--- src/verilog/dadu_cfg.svh ---
// constants for the doubleword add and divide unit
// assumes inclusion by bare name from the package and the top module
// What this block does
// - unsigned doubleword add sums full 64 bits, never traps on carry
// - doubleword add and divides trap as reserved in 32-bit user/supervisor
// - signed doubleword divide treats operands as two's complement
// - quotient goes to low product register, remainder to high
// - divides never raise overflow; zero divisor leaves arbitrary values
// - unsigned doubleword divide zero-extends operands before dividing
// - 64-bit word divide uses low 32 bits, sign-extends results
// - product registers poisoned from the second run cycle on, until the fix step writes results
// - 32-bit mode word divide is signed, quotient low, remainder high
`ifndef DADU_CFG_SVH
`define DADU_CFG_SVH
`define DADU_XLEN 64
`define DADU_WLEN 32
`define DADU_STEPS_DWORD 7'h40
`define DADU_STEPS_WORD 7'h20
`define DADU_POISON 64'hDEAD_BEEF_DEAD_BEEF
`endif

--- src/verilog/dadu_pkg.sv ---
// types for the doubleword add and divide unit
// assumes the cfg header sits on the include path
`default_nettype none
`include "dadu_cfg.svh"
package dadu_pkg;
  typedef enum logic [2:0] {
    DADU_OP_NONE,
    DADU_OP_ADDU,
    DADU_OP_DWORD_SIGNED_DIVIDE,
    DADU_OP_DWORD_UNSIGNED_DIVIDE,
    DADU_OP_DIV
  } dadu_op_t;
  typedef enum logic [1:0] {
    DADU_IDLE,
    DADU_RUN,
    DADU_FIX
  } dadu_state_t;
endpackage : dadu_pkg
`default_nettype wire

--- src/verilog/dadu_div_if.sv ---
// carrier between the top control and the divider core
// assumes one clock; magnitudes are presented unsigned
`default_nettype none
`include "dadu_cfg.svh"
interface dadu_div_if;
  logic start;
  logic [6:0] steps;
  logic [`DADU_XLEN-1:0] dividend;
  logic [`DADU_XLEN-1:0] divisor;
  logic done;
  logic [`DADU_XLEN-1:0] quot;
  logic [`DADU_XLEN-1:0] rem;
  modport ctl (output start, steps, dividend, divisor, input done, quot, rem);
  modport core (input start, steps, dividend, divisor, output done, quot, rem);
endinterface : dadu_div_if
`default_nettype wire

--- src/verilog/dadu_divcore.sv ---
// unsigned restoring divider, one quotient bit per cycle
// assumes dividend left-aligned so the top steps bits are the number
`default_nettype none
`include "dadu_cfg.svh"
module dadu_divcore (
  input wire logic clk_i,
  input wire logic rst_b_i,
  dadu_div_if.core bus
);
  typedef struct packed {
    logic busy;
    logic done;
    logic [6:0] cnt;
    logic [`DADU_XLEN-1:0] q;
    logic [`DADU_XLEN-1:0] r;
    logic [`DADU_XLEN-1:0] d;
  } dadu_core_st_t;
  dadu_core_st_t st_reg;
  dadu_core_st_t st_next;
  logic [`DADU_XLEN:0] trial;
  // ===========================================
  // shift-subtract step
  always_comb begin
    st_next = st_reg;
    st_next.done = 1'b0;
    trial = {st_reg.r, st_reg.q[`DADU_XLEN-1]} - {1'b0, st_reg.d};
    if (bus.start) begin
      st_next.busy = 1'b1;
      st_next.cnt = bus.steps;
      st_next.q = bus.dividend;
      st_next.r = '0;
      st_next.d = bus.divisor;
    end else if (st_reg.busy) begin
      // zero divisor just yields all-ones in the low steps quotient bits, no trap
      if (!trial[`DADU_XLEN]) begin
        st_next.r = trial[`DADU_XLEN-1:0];
        st_next.q = {st_reg.q[`DADU_XLEN-2:0], 1'b1};
      end else begin
        st_next.r = {st_reg.r[`DADU_XLEN-2:0], st_reg.q[`DADU_XLEN-1]};
        st_next.q = {st_reg.q[`DADU_XLEN-2:0], 1'b0};
      end
      st_next.cnt = st_reg.cnt - 7'h01;
      if (st_reg.cnt == 7'h01) begin
        st_next.busy = 1'b0;
        st_next.done = 1'b1;
      end
    end
  end
  always_ff @(posedge clk_i or negedge rst_b_i) begin
    if (!rst_b_i) begin
      st_reg <= '0;
    end else begin
      st_reg <= st_next;
    end
  end
  assign bus.done = st_reg.done;
  assign bus.quot = st_reg.q;
  assign bus.rem = st_reg.r;
endmodule : dadu_divcore
`default_nettype wire

--- src/verilog/dadu_unit.sv ---
// top of the doubleword add and divide unit
// assumes decode presents one op per cycle with operands already read
`default_nettype none
`include "dadu_cfg.svh"
module dadu_unit (
  input wire logic clk_i,
  input wire logic rst_b_i,
  input wire logic op_valid_i,
  input wire dadu_pkg::dadu_op_t op_i,
  input wire logic mode64_i,
  input wire logic user_or_super_i,
  input wire logic [4:0] dest_field_i,
  input wire logic [`DADU_XLEN-1:0] first_source_i,
  input wire logic [`DADU_XLEN-1:0] second_source_i,
  output logic rd_we_o,
  output logic [4:0] rd_addr_o,
  output logic [`DADU_XLEN-1:0] rd_data_o,
  output logic reserved_trap_o,
  output logic div_busy_o,
  output logic prod_valid_o,
  output logic [`DADU_XLEN-1:0] product_low_reg_o,
  output logic [`DADU_XLEN-1:0] product_high_reg_o
);
  typedef struct packed {
    dadu_pkg::dadu_state_t state;
    logic neg_q;
    logic neg_r;
    logic word_op;
    logic rd_we;
    logic [4:0] rd_addr;
    logic [`DADU_XLEN-1:0] rd_data;
    logic trap;
    logic busy;
    logic prod_valid;
    logic [`DADU_XLEN-1:0] lo;
    logic [`DADU_XLEN-1:0] hi;
  } dadu_top_st_t;
  dadu_top_st_t st_reg;
  dadu_top_st_t st_next;
  logic [1:0] rst_sync_reg;
  logic rst_b;
  logic is_dword;
  logic restricted;
  logic [`DADU_XLEN-1:0] a_mag;
  logic [`DADU_XLEN-1:0] b_mag;
  logic [`DADU_XLEN-1:0] q_fix;
  logic [`DADU_XLEN-1:0] r_fix;
  dadu_div_if dv ();
  // ===========================================
  // reset release
  // assertion is immediate, release waits two edges so every flop leaves
  // reset on one clean edge; kept apart from the state struct because it
  // runs on the raw pin while the struct runs on the released copy
  always_ff @(posedge clk_i or negedge rst_b_i) begin
    if (!rst_b_i) begin
      rst_sync_reg <= 2'h0;
    end else begin
      rst_sync_reg <= {rst_sync_reg[0], 1'b1};
    end
  end
  assign rst_b = rst_sync_reg[1];
  // ===========================================
  // decode checks
  // dword restricted mode
  assign restricted = !mode64_i && user_or_super_i;
  assign is_dword = (op_i == dadu_pkg::DADU_OP_ADDU) || (op_i == dadu_pkg::DADU_OP_DWORD_SIGNED_DIVIDE)
                    || (op_i == dadu_pkg::DADU_OP_DWORD_UNSIGNED_DIVIDE);
  // ===========================================
  // operand magnitudes
  always_comb begin
    a_mag = first_source_i;
    b_mag = second_source_i;
    unique case (op_i)
      dadu_pkg::DADU_OP_DWORD_SIGNED_DIVIDE: begin
        a_mag = first_source_i[`DADU_XLEN-1] ? -first_source_i : first_source_i;
        b_mag = second_source_i[`DADU_XLEN-1] ? -second_source_i : second_source_i;
      end
      dadu_pkg::DADU_OP_DIV: begin
        a_mag = {(first_source_i[`DADU_WLEN-1] ? -first_source_i[`DADU_WLEN-1:0]
                  : first_source_i[`DADU_WLEN-1:0]), 32'h0000_0000};
        b_mag = {32'h0000_0000, (second_source_i[`DADU_WLEN-1]
                  ? -second_source_i[`DADU_WLEN-1:0] : second_source_i[`DADU_WLEN-1:0])};
      end
      default: begin
        a_mag = first_source_i;
        b_mag = second_source_i;
      end
    endcase
  end
  // ===========================================
  // sign correction of core results
  always_comb begin
    q_fix = st_reg.neg_q ? -dv.quot : dv.quot;
    r_fix = st_reg.neg_r ? -dv.rem : dv.rem;
    if (st_reg.word_op) begin
      q_fix = {{32{q_fix[`DADU_WLEN-1]}}, q_fix[`DADU_WLEN-1:0]};
      r_fix = {{32{r_fix[`DADU_WLEN-1]}}, r_fix[`DADU_WLEN-1:0]};
    end
  end
  // ===========================================
  // control
  always_comb begin
    st_next = st_reg;
    st_next.rd_we = 1'b0;
    st_next.trap = 1'b0;
    dv.start = 1'b0;
    dv.steps = `DADU_STEPS_DWORD;
    dv.dividend = a_mag;
    dv.divisor = b_mag;
    if (op_valid_i && (op_i == dadu_pkg::DADU_OP_DIV)) begin
      dv.steps = `DADU_STEPS_WORD;
    end
    unique case (st_reg.state)
      dadu_pkg::DADU_IDLE: begin
        // offers while busy never reach here: refused, not stalled
        if (op_valid_i && op_i != dadu_pkg::DADU_OP_NONE) begin
          if (is_dword && restricted) begin
            // reserved trap
            // trap pulse only, the destination is left untouched
            st_next.trap = 1'b1;
          end else if (op_i == dadu_pkg::DADU_OP_ADDU) begin
            st_next.rd_we = 1'b1;
            st_next.rd_addr = dest_field_i;
            st_next.rd_data = first_source_i + second_source_i;
          end else begin
            dv.start = 1'b1;
            st_next.busy = 1'b1;
            st_next.prod_valid = 1'b0;
            st_next.word_op = (op_i == dadu_pkg::DADU_OP_DIV);
            st_next.neg_q = 1'b0;
            st_next.neg_r = 1'b0;
            if (op_i == dadu_pkg::DADU_OP_DWORD_SIGNED_DIVIDE) begin
              st_next.neg_q = first_source_i[`DADU_XLEN-1] ^ second_source_i[`DADU_XLEN-1];
              st_next.neg_r = first_source_i[`DADU_XLEN-1];
            end else if (op_i == dadu_pkg::DADU_OP_DIV) begin
              st_next.neg_q = first_source_i[`DADU_WLEN-1] ^ second_source_i[`DADU_WLEN-1];
              st_next.neg_r = first_source_i[`DADU_WLEN-1];
            end
            st_next.state = dadu_pkg::DADU_RUN;
          end
        end
      end
      dadu_pkg::DADU_RUN: begin
        // product registers poisoned while running
        // results leave only through the fix step, never half-built
        st_next.lo = `DADU_POISON;
        st_next.hi = `DADU_POISON;
        if (dv.done) begin
          st_next.state = dadu_pkg::DADU_FIX;
        end
      end
      dadu_pkg::DADU_FIX: begin
        st_next.lo = q_fix;
        st_next.hi = r_fix;
        st_next.busy = 1'b0;
        st_next.prod_valid = 1'b1;
        st_next.state = dadu_pkg::DADU_IDLE;
      end
      default: begin
        st_next.state = dadu_pkg::DADU_IDLE;
      end
    endcase
  end
  // ===========================================
  // state registers
  // field by field so the reset values read plainly
  always_ff @(posedge clk_i or negedge rst_b) begin
    if (!rst_b) begin
      st_reg.state <= dadu_pkg::DADU_IDLE;
      st_reg.neg_q <= 1'b0;
      st_reg.neg_r <= 1'b0;
      st_reg.word_op <= 1'b0;
      st_reg.rd_we <= 1'b0;
      st_reg.rd_addr <= 5'h00;
      st_reg.rd_data <= 64'h0;
      st_reg.trap <= 1'b0;
      st_reg.busy <= 1'b0;
      st_reg.prod_valid <= 1'b0;
      st_reg.lo <= 64'h0;
      st_reg.hi <= 64'h0;
    end else begin
      st_reg.state <= st_next.state;
      st_reg.neg_q <= st_next.neg_q;
      st_reg.neg_r <= st_next.neg_r;
      st_reg.word_op <= st_next.word_op;
      st_reg.rd_we <= st_next.rd_we;
      st_reg.rd_addr <= st_next.rd_addr;
      st_reg.rd_data <= st_next.rd_data;
      st_reg.trap <= st_next.trap;
      st_reg.busy <= st_next.busy;
      st_reg.prod_valid <= st_next.prod_valid;
      st_reg.lo <= st_next.lo;
      st_reg.hi <= st_next.hi;
    end
  end
  // ===========================================
  // divider core, one quotient bit per edge
  dadu_divcore u_core (
    .clk_i(clk_i),
    .rst_b_i(rst_b),
    .bus(dv)
  );
  // ===========================================
  // outputs, all from flops
  assign rd_we_o = st_reg.rd_we;
  assign rd_addr_o = st_reg.rd_addr;
  assign rd_data_o = st_reg.rd_data;
  assign reserved_trap_o = st_reg.trap;
  assign div_busy_o = st_reg.busy;
  assign prod_valid_o = st_reg.prod_valid;
  assign product_low_reg_o = st_reg.lo;
  assign product_high_reg_o = st_reg.hi;
endmodule : dadu_unit
`default_nettype wire

--- config.mk ---
export PLATFORM = sky130hd
export DESIGN_NAME = dadu_unit
export DESIGN_NICKNAME = d
export VERILOG_FILES = /design/src/verilog/dadu_pkg.sv /design/src/verilog/dadu_div_if.sv /design/src/verilog/dadu_divcore.sv /design/src/verilog/dadu_unit.sv
export VERILOG_INCLUDE_DIRS = /design/src /design/src/verilog
export SDC_FILE = /design/constraint.sdc
export NUM_CORES = 1
export LEC_CHECK = 0
export BUFFER_PORTS_ARGS = -buffer_cell sky130_fd_sc_hd__buf_2
export CAP_MARGIN = 10
export CORE_MARGIN = 8
export CORE_UTILIZATION = 38
export CTS_CLUSTER_SIZE = 28
export DETAILED_ROUTE_END_ITERATION = 8
export GPL_TIMING_DRIVEN = 0
export PLACE_DENSITY = 0.65
export SYNTH_ARGS = -nofsm -noshare
export SYNTH_HDL_FRONTEND = slang
export SYNTH_HIERARCHICAL = 1
export SYNTH_SLANG_ARGS = --single-unit
export TNS_END_PERCENT = 10
--- constraint.sdc ---
create_clock -name clk_i -period 12.2 [get_ports clk_i]
set_input_delay 1.22 -clock clk_i [delete_from_list [all_inputs] [get_ports clk_i]]
set_output_delay 1.22 -clock clk_i [all_outputs]
set_load 0.01 [all_outputs]
## After elaboration in Yosys (flattened, before gate mapping)

Index checks and enable logic that the tools add are counted.

| word-level totals | value |
|---|---|
| register bits after elaboration | 409 |
| word-level logic and storage cells | 94 |
| bits of input ports | 141 |
| memories kept | 0 |
| memory bits (read-only) | 0 |
| latch bits | 0 |
| RAM bits | 0 |

| operators by class | value |
|---|---|
| shift operators | 0 |
| bitwise gates (word level) | 4 |
| reduce and logical (&&, ||, !) cells | 16 |
| multiply operators | 0 |
| div/mod/pow operators | 0 |
| add/subtract/negate cells | 9 |
| equal/unequal tests | 11 |
| muxes and demuxes | 35 |
| $lt $le $gt $ge | 0 |

Operators with widths:

| kind | count |
|---|---|
| 2-to-1 mux 64 bit | 6 |
| negation 64 bit | 4 |
| case mux 128 bit (2 select lines) | 1 |
| case mux 64 bit (2 select lines) | 2 |
| 2-to-1 mux 137 bit | 1 |
| 2-to-1 mux 135 bit | 1 |
| 2-to-1 mux 78 bit | 1 |
| 2-to-1 mux 75 bit | 1 |
| 2-to-1 mux 71 bit | 1 |
| 2-to-1 mux 70 bit | 1 |
| 2-to-1 mux 65 bit | 1 |
| subtractor 65 x 64 -> 65 bit | 1 |
| adder 64 bit | 1 |
| 2-to-1 mux 32 bit | 2 |
| negation 32 bit | 2 |
| AND reduction 4 bit | 4 |
| 2-to-1 mux 2 bit | 6 |
| case mux 2 bit (2 select lines) | 2 |
| equality test 7 x 1 -> 1 bit (second input constant) | 1 |
| 2-to-1 mux 1 bit | 7 |
| 2-to-1 mux 7 bit | 1 |
| subtractor 7 x 1 -> 7 bit (second input constant) | 1 |
| equality test 3 x 2 -> 1 bit (second input constant) | 2 |
| inequality test 2 bit (second input constant) | 3 |
| other kinds (14) | 22 |

## Depth between registers and ports, before layout

Gate-level depths: netlist of the first run.

| logic depth | value |
|---|---|
| depth after elaboration | 8 |
| depth in mapped cells | 15 |
| gate-level depth less buffers | 14 |

## By module

Netlist of the first run, hierarchy kept.

By module, submodules not included:

| module | area an instance (um^2) | instances | seq. area each (um^2) | cells each |
|---|---|---|---|---|
| dadu_unit | 19,615.1 | 1 | 5,205.0 | 2,571 |
| dadu_divcore | 13,649.3 | 1 | 5,029.8 | 1,639 |

## Least setup slack after synthesis of the first run

Ideal clock, no wire load.

| timing | value |
|---|---|
| path kind | input to register |
| start point | input port first_source_i[1] |
| end point | register u_core.st_reg, in the netlist u_core/bus.quot[56] |
| stages | 12 |
| slack | 7,873 ps |
| arrival time | 4,194 ps |
| setup time | 133 ps |
| required time | 12,067 ps |
| cell sequence | inv_1 > ha_1 > or3b_2 > or3_1 > or4_1 > or2_2 > nor2_1 > nand2_1 > o31a_1 > a221o_1 > nand2_1 > o21ai_0 |

| between the ends | value |
|---|---|
| cells in the longest elaborated chain, start to end | 4 |
| elaborated cells on any way between the ends | 6 |
| classes of those cells | 2 x add/sub; 4 x mux |

Ends and longest elaborated chain:

| element | line | source |
|---|---|---|
| start: declaration | dadu_unit.sv:13 | `` input wire logic [`DADU_XLEN-1:0] first_source_i, `` |
| negation 64 bit or negation 32 bit (tied branches) | dadu_unit.sv:75, dadu_unit.sv:79 |  |
| 2-to-1 mux 64 bit or 2-to-1 mux 32 bit (tied branches) | dadu_unit.sv:75, dadu_unit.sv:79 |  |
| case mux 64 bit (2 select lines) (*) | dadu_unit.sv:73 | `unique case (op_i)` |
| net a_mag[56] | dadu_unit.sv:44 | `` logic [`DADU_XLEN-1:0] a_mag; `` |
| 2-to-1 mux 135 bit (*) | dadu_divcore.sv:27 | `if (bus.start) begin` |
| end signal: assignment | dadu_divcore.sv:53 | `st_reg <= st_next;` |
| end: declaration | dadu_divcore.sv:18 | `dadu_core_st_t st_reg;` |

The timed path passes the listed nets; every way through them passes the cells marked *.
A chain may end at the register's enable or synchronous reset.

## Worst setup path after layout of the first run

| timing | value |
|---|---|
| start point | input port first_source_i[1] |
| end point | register u_core.st_reg, in the netlist u_core/bus.quot[50] |

The elaborated chain is that of the path after synthesis.

==> results_dict.tcl, run 1 <==
set metrics [dict create \
    critical_path_required_ns 12.73 \
    final_period_minus_worst_setup_slack_ns 5.10 \
    ctsRootBufferMaster "sky130_fd_sc_hd__clkbuf_16" \
    p_int_uw 5080 \
    grt_pass1_vias 30700 \
    cts_hold_repair.buffers 0 \
    worst_clock_skew_on_the_final_layout_ns 0.0213 \
    floorplan.rows 108 \
    power.switching_fraction 0.472 \
    clock_tree.buffer_depth 3 \
    pin_count_of_the_biggest_net_entering_global_routing 71 \
    critical-path-slowest-cell "sky130_fd_sc_hd__o41ai_1" \
    drv.max_cap_violation_count 0 \
    critical_path_source_type "primary input" \
    drt-wirelength-per-cell_um 22.4 \
    yosys.cell_count.top_type "sky130_fd_sc_hd__nand2_1" \
    finalCritPeriodShare 0.418 \
    post_synth_main_area_contributors "sky130_fd_sc_hd__dfrtp_1, sky130_fd_sc_hd__buf_4, sky130_fd_sc_hd__o21ai_0, sky130_fd_sc_hd__nand2_1, sky130_fd_sc_hd__ha_1" \
    syn_to_final_growth_pct 15.5 \
    post_drt_via_cell_ratio 5.54 \
    cts_tree "done" \
    drt_initial_violations 3405 \
    cts_sinks 409 \
    kind_of_cell_with_the_highest_combined_delay_on_the_critical_path "simple AND/OR/NAND/NOR gates" \
    yosysTopAreaCell "sky130_fd_sc_hd__dfrtp_1" \
    async_reset_ff_frac 1.00 \
    static-leakage-power_uw 0.0167 \
    drc 0 \
    crit_arrival_ns 5.63 \
    dieArea_um2 97300 \
    timing.critical_path.from "first_source_i[1]" \
    boundaryPins 342 \
    clock.fmax_mhz 196 \
    drt_first_pass_iters 6 \
    crit-reg2reg-launch "u_core/bus.rem[0]$_DFFE_PN0P_" \
    vias 32300 \
    port_buffers 340 \
    criticalPathCategory "in2reg" \
    cts_inserted_buffers 49 \
    outcome "finished, final reports clean" \
    slew_viol_final 0 \
    final_layout_size_suffix_gt1_frac 0.181 \
    postCtsResizedCells 0 \
    worst_setup_path_endpoint "u_core/bus.quot[50]$_DFFE_PN0P_" \
    cellPowerDensity_nw_per_um2 250 \
    deepest_level_of_the_cts_h_tree 2 \
    finalWeightedCongestion 1.03 \
    ir_worst_vdd_mv 0.120 \
    core-area_um2 86800 \
    crit_path_cell_trace "buf_2, inv_1, ha_1, or3b_2, or3_1, or4_1, or3_1, clkbuf_1, o41ai_1, a21oi_1, o21ai_0, nand2_1, o21ai_0" \
    rsz_0062_raised_after_global_routing "no" \
    finalHoldWorstSlack_ns 0.351 \
    grt.total_usage 0.257 \
    floorplan.initialDensity 0.383 \
    r2r_setup_slack_ns 7.80 \
    synth_flop_cell "sky130_fd_sc_hd__dfrtp_1" \
    fin_cells 5835 \
    finish.net_count 4892 \
    global_route_wire_length_before_repair_um 195000 \
    worst-slew-pin-transition_ns 1.12 \
    dp.cells 5715 \
    max-slew-margin-rel 0.245 \
    p_seq_frac 0.233 \
    setup_viol 0 \
    cp.buffers_inverters 3 \
    fp.dieH_um 312 \
    pwr-share-comb 0.603 \
    setup_total_negative_slack_ns 0 \
    hold_viol 0 \
    antenna_left 0 \
    grt_remaining_overflow 0 \
    cts_setup_buffers 0 \
    register_clock_pin_slew_on_the_reported_worst_setup_and_hold_paths_ns 0.07 \
    synth-warning-count 6 \
    syn_inst 4210 \
    worst-path-stages 13 \
    net-switching-power_uw 4540 \
    seq_area_frac_synth 0.308 \
    ys_top_cells_by_count "sky130_fd_sc_hd__nand2_1, sky130_fd_sc_hd__o21ai_0, sky130_fd_sc_hd__dfrtp_1, sky130_fd_sc_hd__buf_4, sky130_fd_sc_hd__a21oi_1" \
    source_to_sink_clock_delay_at_the_later_pin_of_the_worst_skew_pair_ns 0.62 \
    synth.top_cell.area_share 0.308 \
    ys_ff_latch 409 \
    synth_cell_types 91 \
    largest_register_ffs 72 \
    routed_wirelength_um 131000 \
    cell_area_after_synthesis_um2 33300 \
    holdCritPathClass "reg2reg" \
    power.clock.fraction 0.165 \
    detailedPlacementHpwl_um 108000 \
    max_stage_delay_ns 0.58 \
    hold_path_startpoint "rst_sync_reg[0]$_DFF_PN0_" \
    worst-path-max-fanout 6 \
    regToRegEndpoint "product_high_reg_o[45]$_DFFE_PN0P_" \
    r2r_cells 11 \
    worstSetupEndpointType "register" \
    number_of_enable_flip_flop_cells_after_synthesis 0 \
    floorplan.die.width_um 312 \
    antenna_found_initial 46 \
    post_synth.cell_area_avg_um2 7.90 \
]
-- area by class of cell --
cell class	instances	area (um2)
Clock buffer	63	1370
Buffer	544	3310
Antenna cell	28	70.1
Multi-Input combinational cell	3087	19100
Sequential cell	409	10200
Timing Repair Buffer	346	1870
Tap cell	1155	1450
Fill cell	8830	48300
Clock inverter	29	387
Inverter	174	653
-- cell families (layout without fill, tap and decap cells) --
logic type               Yosys count  after routing  share of synthesized area
other                              2             34                   0.000226
AO/OA/AOI/OAI                   1255           1255                      0.234
flip-flops                       409            409                      0.308
multiplexers                      95             95                     0.0288
AND/OR/NAND/NOR                 1288           1288                      0.177
buffers and inverters            718           1156                      0.119
XOR/XNOR                         303            303                     0.0798
adder cells (fa/ha/maj)          140            140                     0.0531
-- worst min-delay path by stage --
stage                                      endpoint  slack (ns)  depth (start not counted)
after floorplan           rst_sync_reg[1]$_DFF_PN0_        0.33                          0
after detailed placement  rst_sync_reg[1]$_DFF_PN0_        0.34                          0
final                     rst_sync_reg[1]$_DFF_PN0_        0.35                          0
after global placement    rst_sync_reg[1]$_DFF_PN0_        0.34                          0
after global routing      rst_sync_reg[1]$_DFF_PN0_        0.35                          1
after CTS                 rst_sync_reg[1]$_DFF_PN0_        0.35                          1
-- metrics by stage --
stage	total power, uW	setup slack (ns)	area, um2	utilization
finish	9610	7.10	38400	0.443
global route	10300	7.08	38400	0.443
CTS	9550	7.37	38400	0.442
detailed placement	7930	6.73	36600	0.422
global placement	7870	2.85	36400	0.420
floorplan	6280	5.53	33300	-
-- power groups by stage --
stage	Clock [uW]	Combinational, uW	Sequential (uW)
global route	1670	6360	2280
finish	1580	5790	2240
CTS	1610	5720	2220
detailed placement	0	5690	2240
floorplan	0	4200	2090
global placement	0	5610	2260
-- layout by cell type, fill, tap and decap left out, types with 24 or more instances in the layout --
master,count
sky130_fd_sc_hd__buf_2,361
sky130_fd_sc_hd__dfrtp_1,408
sky130_fd_sc_hd__nand2b_1,34
sky130_fd_sc_hd__or4_1,34
sky130_fd_sc_hd__diode_2,28
sky130_fd_sc_hd__o21ai_0,476
sky130_fd_sc_hd__a311oi_1,50
sky130_fd_sc_hd__o31ai_1,66
sky130_fd_sc_hd__inv_1,174
sky130_fd_sc_hd__buf_4,329
sky130_fd_sc_hd__ha_1,138
sky130_fd_sc_hd__nand4_1,44
sky130_fd_sc_hd__clkbuf_1,189
sky130_fd_sc_hd__a21oi_1,271
sky130_fd_sc_hd__mux2i_1,89
sky130_fd_sc_hd__clkbuf_16,49
sky130_fd_sc_hd__nor2_1,268
sky130_fd_sc_hd__nor4_1,29
sky130_fd_sc_hd__o22ai_1,34
sky130_fd_sc_hd__a21o_1,49
sky130_fd_sc_hd__xor2_1,158
sky130_fd_sc_hd__o211ai_1,28
sky130_fd_sc_hd__o21a_1,67
sky130_fd_sc_hd__nor3_1,64
sky130_fd_sc_hd__nand2_1,589
sky130_fd_sc_hd__o21bai_1,35
sky130_fd_sc_hd__or3_1,61
sky130_fd_sc_hd__xnor2_1,145
sky130_fd_sc_hd__nand3_1,58
sky130_fd_sc_hd__and3_1,24
-- routing by layer --
layer | global-route usage | vias up | share of wire
li1 | - | 15400 | -
met1 | 0.351 | 15300 | 0.44
met2 | 0.383 | 1381 | 0.42
met3 | 0.0562 | 302 | 0.087
met4 | 0.120 | 22 | 0.051
met5 | 0 | - | 0.0011
Note: power is estimated with default switching activity, not from simulation.
==> inputs of run 2 (changes only) <==
==> constraint.sdc (replaced) <==
create_clock -name clk_i -period 4.4 [get_ports clk_i]
set_input_delay 0.44 -clock clk_i [delete_from_list [all_inputs] [get_ports clk_i]]
set_output_delay 0.44 -clock clk_i [all_outputs]
set_load 0.01 [all_outputs]
==> run 2 against run 1 <==
Compared with the run above:
- first-iteration DRC count shrank 7.1%
- critical path type unchanged
- critical endpoint is now u_core/bus.quot[54]$_DFFE_PN0P_
- design area about the same
- wire length up 0.71%
- sequential share of layout area about the same
==> results_dict.tcl, run 2 (synthesized netlist as in run 1, its figures left out) <==
set metrics [dict create \
    layout.cells.most_common_list "sky130_fd_sc_hd__nand2_1, sky130_fd_sc_hd__o21ai_0, sky130_fd_sc_hd__dfrtp_1" \
    critical-path-slowest-cell "sky130_fd_sc_hd__or4_1" \
    global_route_wire_length_before_repair_um 197000 \
    dp.cells 5716 \
    crit_path_cell_trace "buf_2, inv_1, ha_1, or3b_2, or3_1, or4_1, or2_2, nor2_1, nand2_1, nor4_1, a21oi_1, nand2b_1, o311ai_0, nand2_1, o21ai_0" \
    worst-path-max-fanout 6 \
    post_drt_via_cell_ratio 5.58 \
    wl_met1_um 57500 \
    kind_of_cell_with_the_highest_combined_delay_on_the_critical_path "simple AND/OR/NAND/NOR gates" \
    antenna_found_initial 46 \
    fp.dieH_um 312 \
    cts_sinks 409 \
    final_period_minus_worst_setup_slack_ns 4.34 \
    setup_viol 0 \
    timing.critical_path.from "first_source_i[1]" \
    largest_register_ffs 72 \
    placedInstanceArea_um2 36600 \
    drt_first_pass_iters 6 \
    drc 0 \
    floorplan.initialDensity 0.383 \
    hold_viol 0 \
    final_layout_size_suffix_gt1_frac 0.178 \
    crit_arrival_ns 4.87 \
    floorplan.die.width_um 312 \
    ctsRootBufferMaster "sky130_fd_sc_hd__clkbuf_16" \
    finalCritPeriodShare 0.986 \
    dieArea_um2 97300 \
    critical_path_required_ns 4.93 \
    routed_wirelength_um 132000 \
    max_stage_delay_ns 0.61 \
    met3_length_um 11500 \
    cts_inserted_buffers 48 \
    cts_tree "done" \
    critical_path_source_type "primary input" \
    detailedPlacementHpwl_um 109000 \
    max-slew-margin-rel 0.260 \
    slew_viol_final 0 \
    cellPowerDensity_nw_per_um2 695 \
    source_to_sink_clock_delay_at_the_later_pin_of_the_worst_skew_pair_ns 0.62 \
    detailroute.wirelength.met2_um 55700 \
    drv.max_cap_violation_count 0 \
    boundaryPins 342 \
    criticalPathCategory "in2reg" \
    grt.total_usage 0.259 \
    pin_count_of_the_biggest_net_entering_global_routing 71 \
    cts_setup_buffers 0 \
    clock_tree.buffer_depth 3 \
    finalWeightedCongestion 1.01 \
    register_clock_pin_slew_on_the_reported_worst_setup_and_hold_paths_ns 0.06 \
    setup_total_negative_slack_ns 0 \
    grt_remaining_overflow 0 \
    syn_to_final_growth_pct 15.6 \
    cp.buffers_inverters 2 \
    power.total_uw 26700 \
    layout.cells.most_common "sky130_fd_sc_hd__nand2_1" \
    rsz_0062_raised_after_global_routing "no" \
    fin_area_um2 38400 \
    highest-signal-layer "met5" \
    floorplan.rows 108 \
    holdCritPathClass "in2async" \
    path_common_cell "sky130_fd_sc_hd__nand2_1" \
    crit-reg2reg-launch "u_core/bus.rem[38]$_DFFE_PN0P_" \
    finish.net_count 4898 \
    antenna_left 0 \
    outcome "finished, final reports clean" \
    ir_worst_vdd_mv 0.370 \
    core-area_um2 86800 \
    clock.fmax_mhz 231 \
    static-leakage-power_uw 0.0167 \
    grt_pass1_vias 31000 \
    deepest_level_of_the_cts_h_tree 2 \
    worst_clock_skew_on_the_final_layout_ns 0.0332 \
    worst-slew-pin-transition_ns 1.10 \
    drt-wirelength-per-cell_um 22.6 \
    drt_initial_violations 3164 \
    fin_cells 5835 \
    vias 32500 \
    port_buffers 340 \
    worstSetupEndpointType "register" \
]
-- run 2: changes by cell type in the layout (fill, tap and decap cells not counted), moves of 2 or more --
cell,previous run,this run
sky130_fd_sc_hd__clkbuf_1,189,197
sky130_fd_sc_hd__clkbuf_8,9,7
sky130_fd_sc_hd__clkinv_2,15,6
sky130_fd_sc_hd__clkinvlp_4,2,0
sky130_fd_sc_hd__dlygate4sd3_1,0,6
sky130_fd_sc_hd__o21ai_0,476,474
sky130_fd_sc_hd__o21ai_1,12,14
-- run 2: what timing repair did --
| action | in CTS | in global routing |
|---|---|---|
| hold endpoints to repair | 7 | 0 |
| hold buffers | 6 | 0 |
| endpoints found under the setup margin | 0 | 25 |
| resized for setup | 0 | 5 |
-- run 2: worst register-to-register path, delay by kind of cell (launching register included) --
family / cells / cell delay (ns)
AO/OA/AOI/OAI: 2 / 0.55
adder cells (fa/ha/maj): 1 / 0.32
buffers and inverters: 2 / 0.83
flip-flops: 1 / 0.48
AND/OR/NAND/NOR: 7 / 1.87
-- run 2: worst paths after layout --
check / to / slack, ns / depth (start not counted)
max: u_core/bus.quot[54]$_DFFE_PN0P_ / 0.06 / 15
min: rst_sync_reg[1]$_DFF_PN0_ / 0.16 / 2
max reg2reg: u_core/bus.rem[0]$_DFFE_PN0P_ / 0.19 / 12
min reg2reg: u_core/st_reg[22]$_DFFE_PN0P_ / 0.28 / 0
max in group asynchronous: product_low_reg_o[33]$_DFFE_PN0P_ / 2.75 / 3
min in group clk_i: u_core/st_reg[198]$_DFFE_PN0P_ / 0.17 / 4
-- run 2: final cells by class --
type	instances	area [um2]
Tap cell	1155	1450
Buffer	544	3310
Sequential cell	409	10200
Inverter	174	653
Fill cell	8821	48300
Antenna cell	27	67.6
Clock buffer	69	1370
Clock inverter	17	325
Multi-Input combinational cell	3087	19100
Timing Repair Buffer	353	1930
-- run 2: report_power, final --
part | total, uW | leakage [uW] | switching [uW] | internal (uW)
registers | 6210 | 0.00482 | 1140 | 5080
logic | 16200 | 0.0111 | 9790 | 6380
clock network | 4310 | 0.000829 | 1680 | 2640
total | 26700 | 0.0167 | 12600 | 14100
-- run 2: per-layer routing --
metal  up-vias  global-route usage
met3       332              0.0613
met5         -                   0
met2      1361               0.389
met4        28               0.120
met1     15400               0.350
li1      15400                   -
-- run 2: through the flow --
step | setup WS (ns) | util | hold WS, ns
after global placement | -1.22 | 0.420 | 0.226
final | 0.0624 | 0.443 | 0.157
after floorplan | 0.385 | - | 0.144
after CTS | 0.108 | 0.442 | 0.128
after detailed placement | -0.395 | 0.422 | 0.226
after global routing | 0.0212 | 0.443 | 0.148
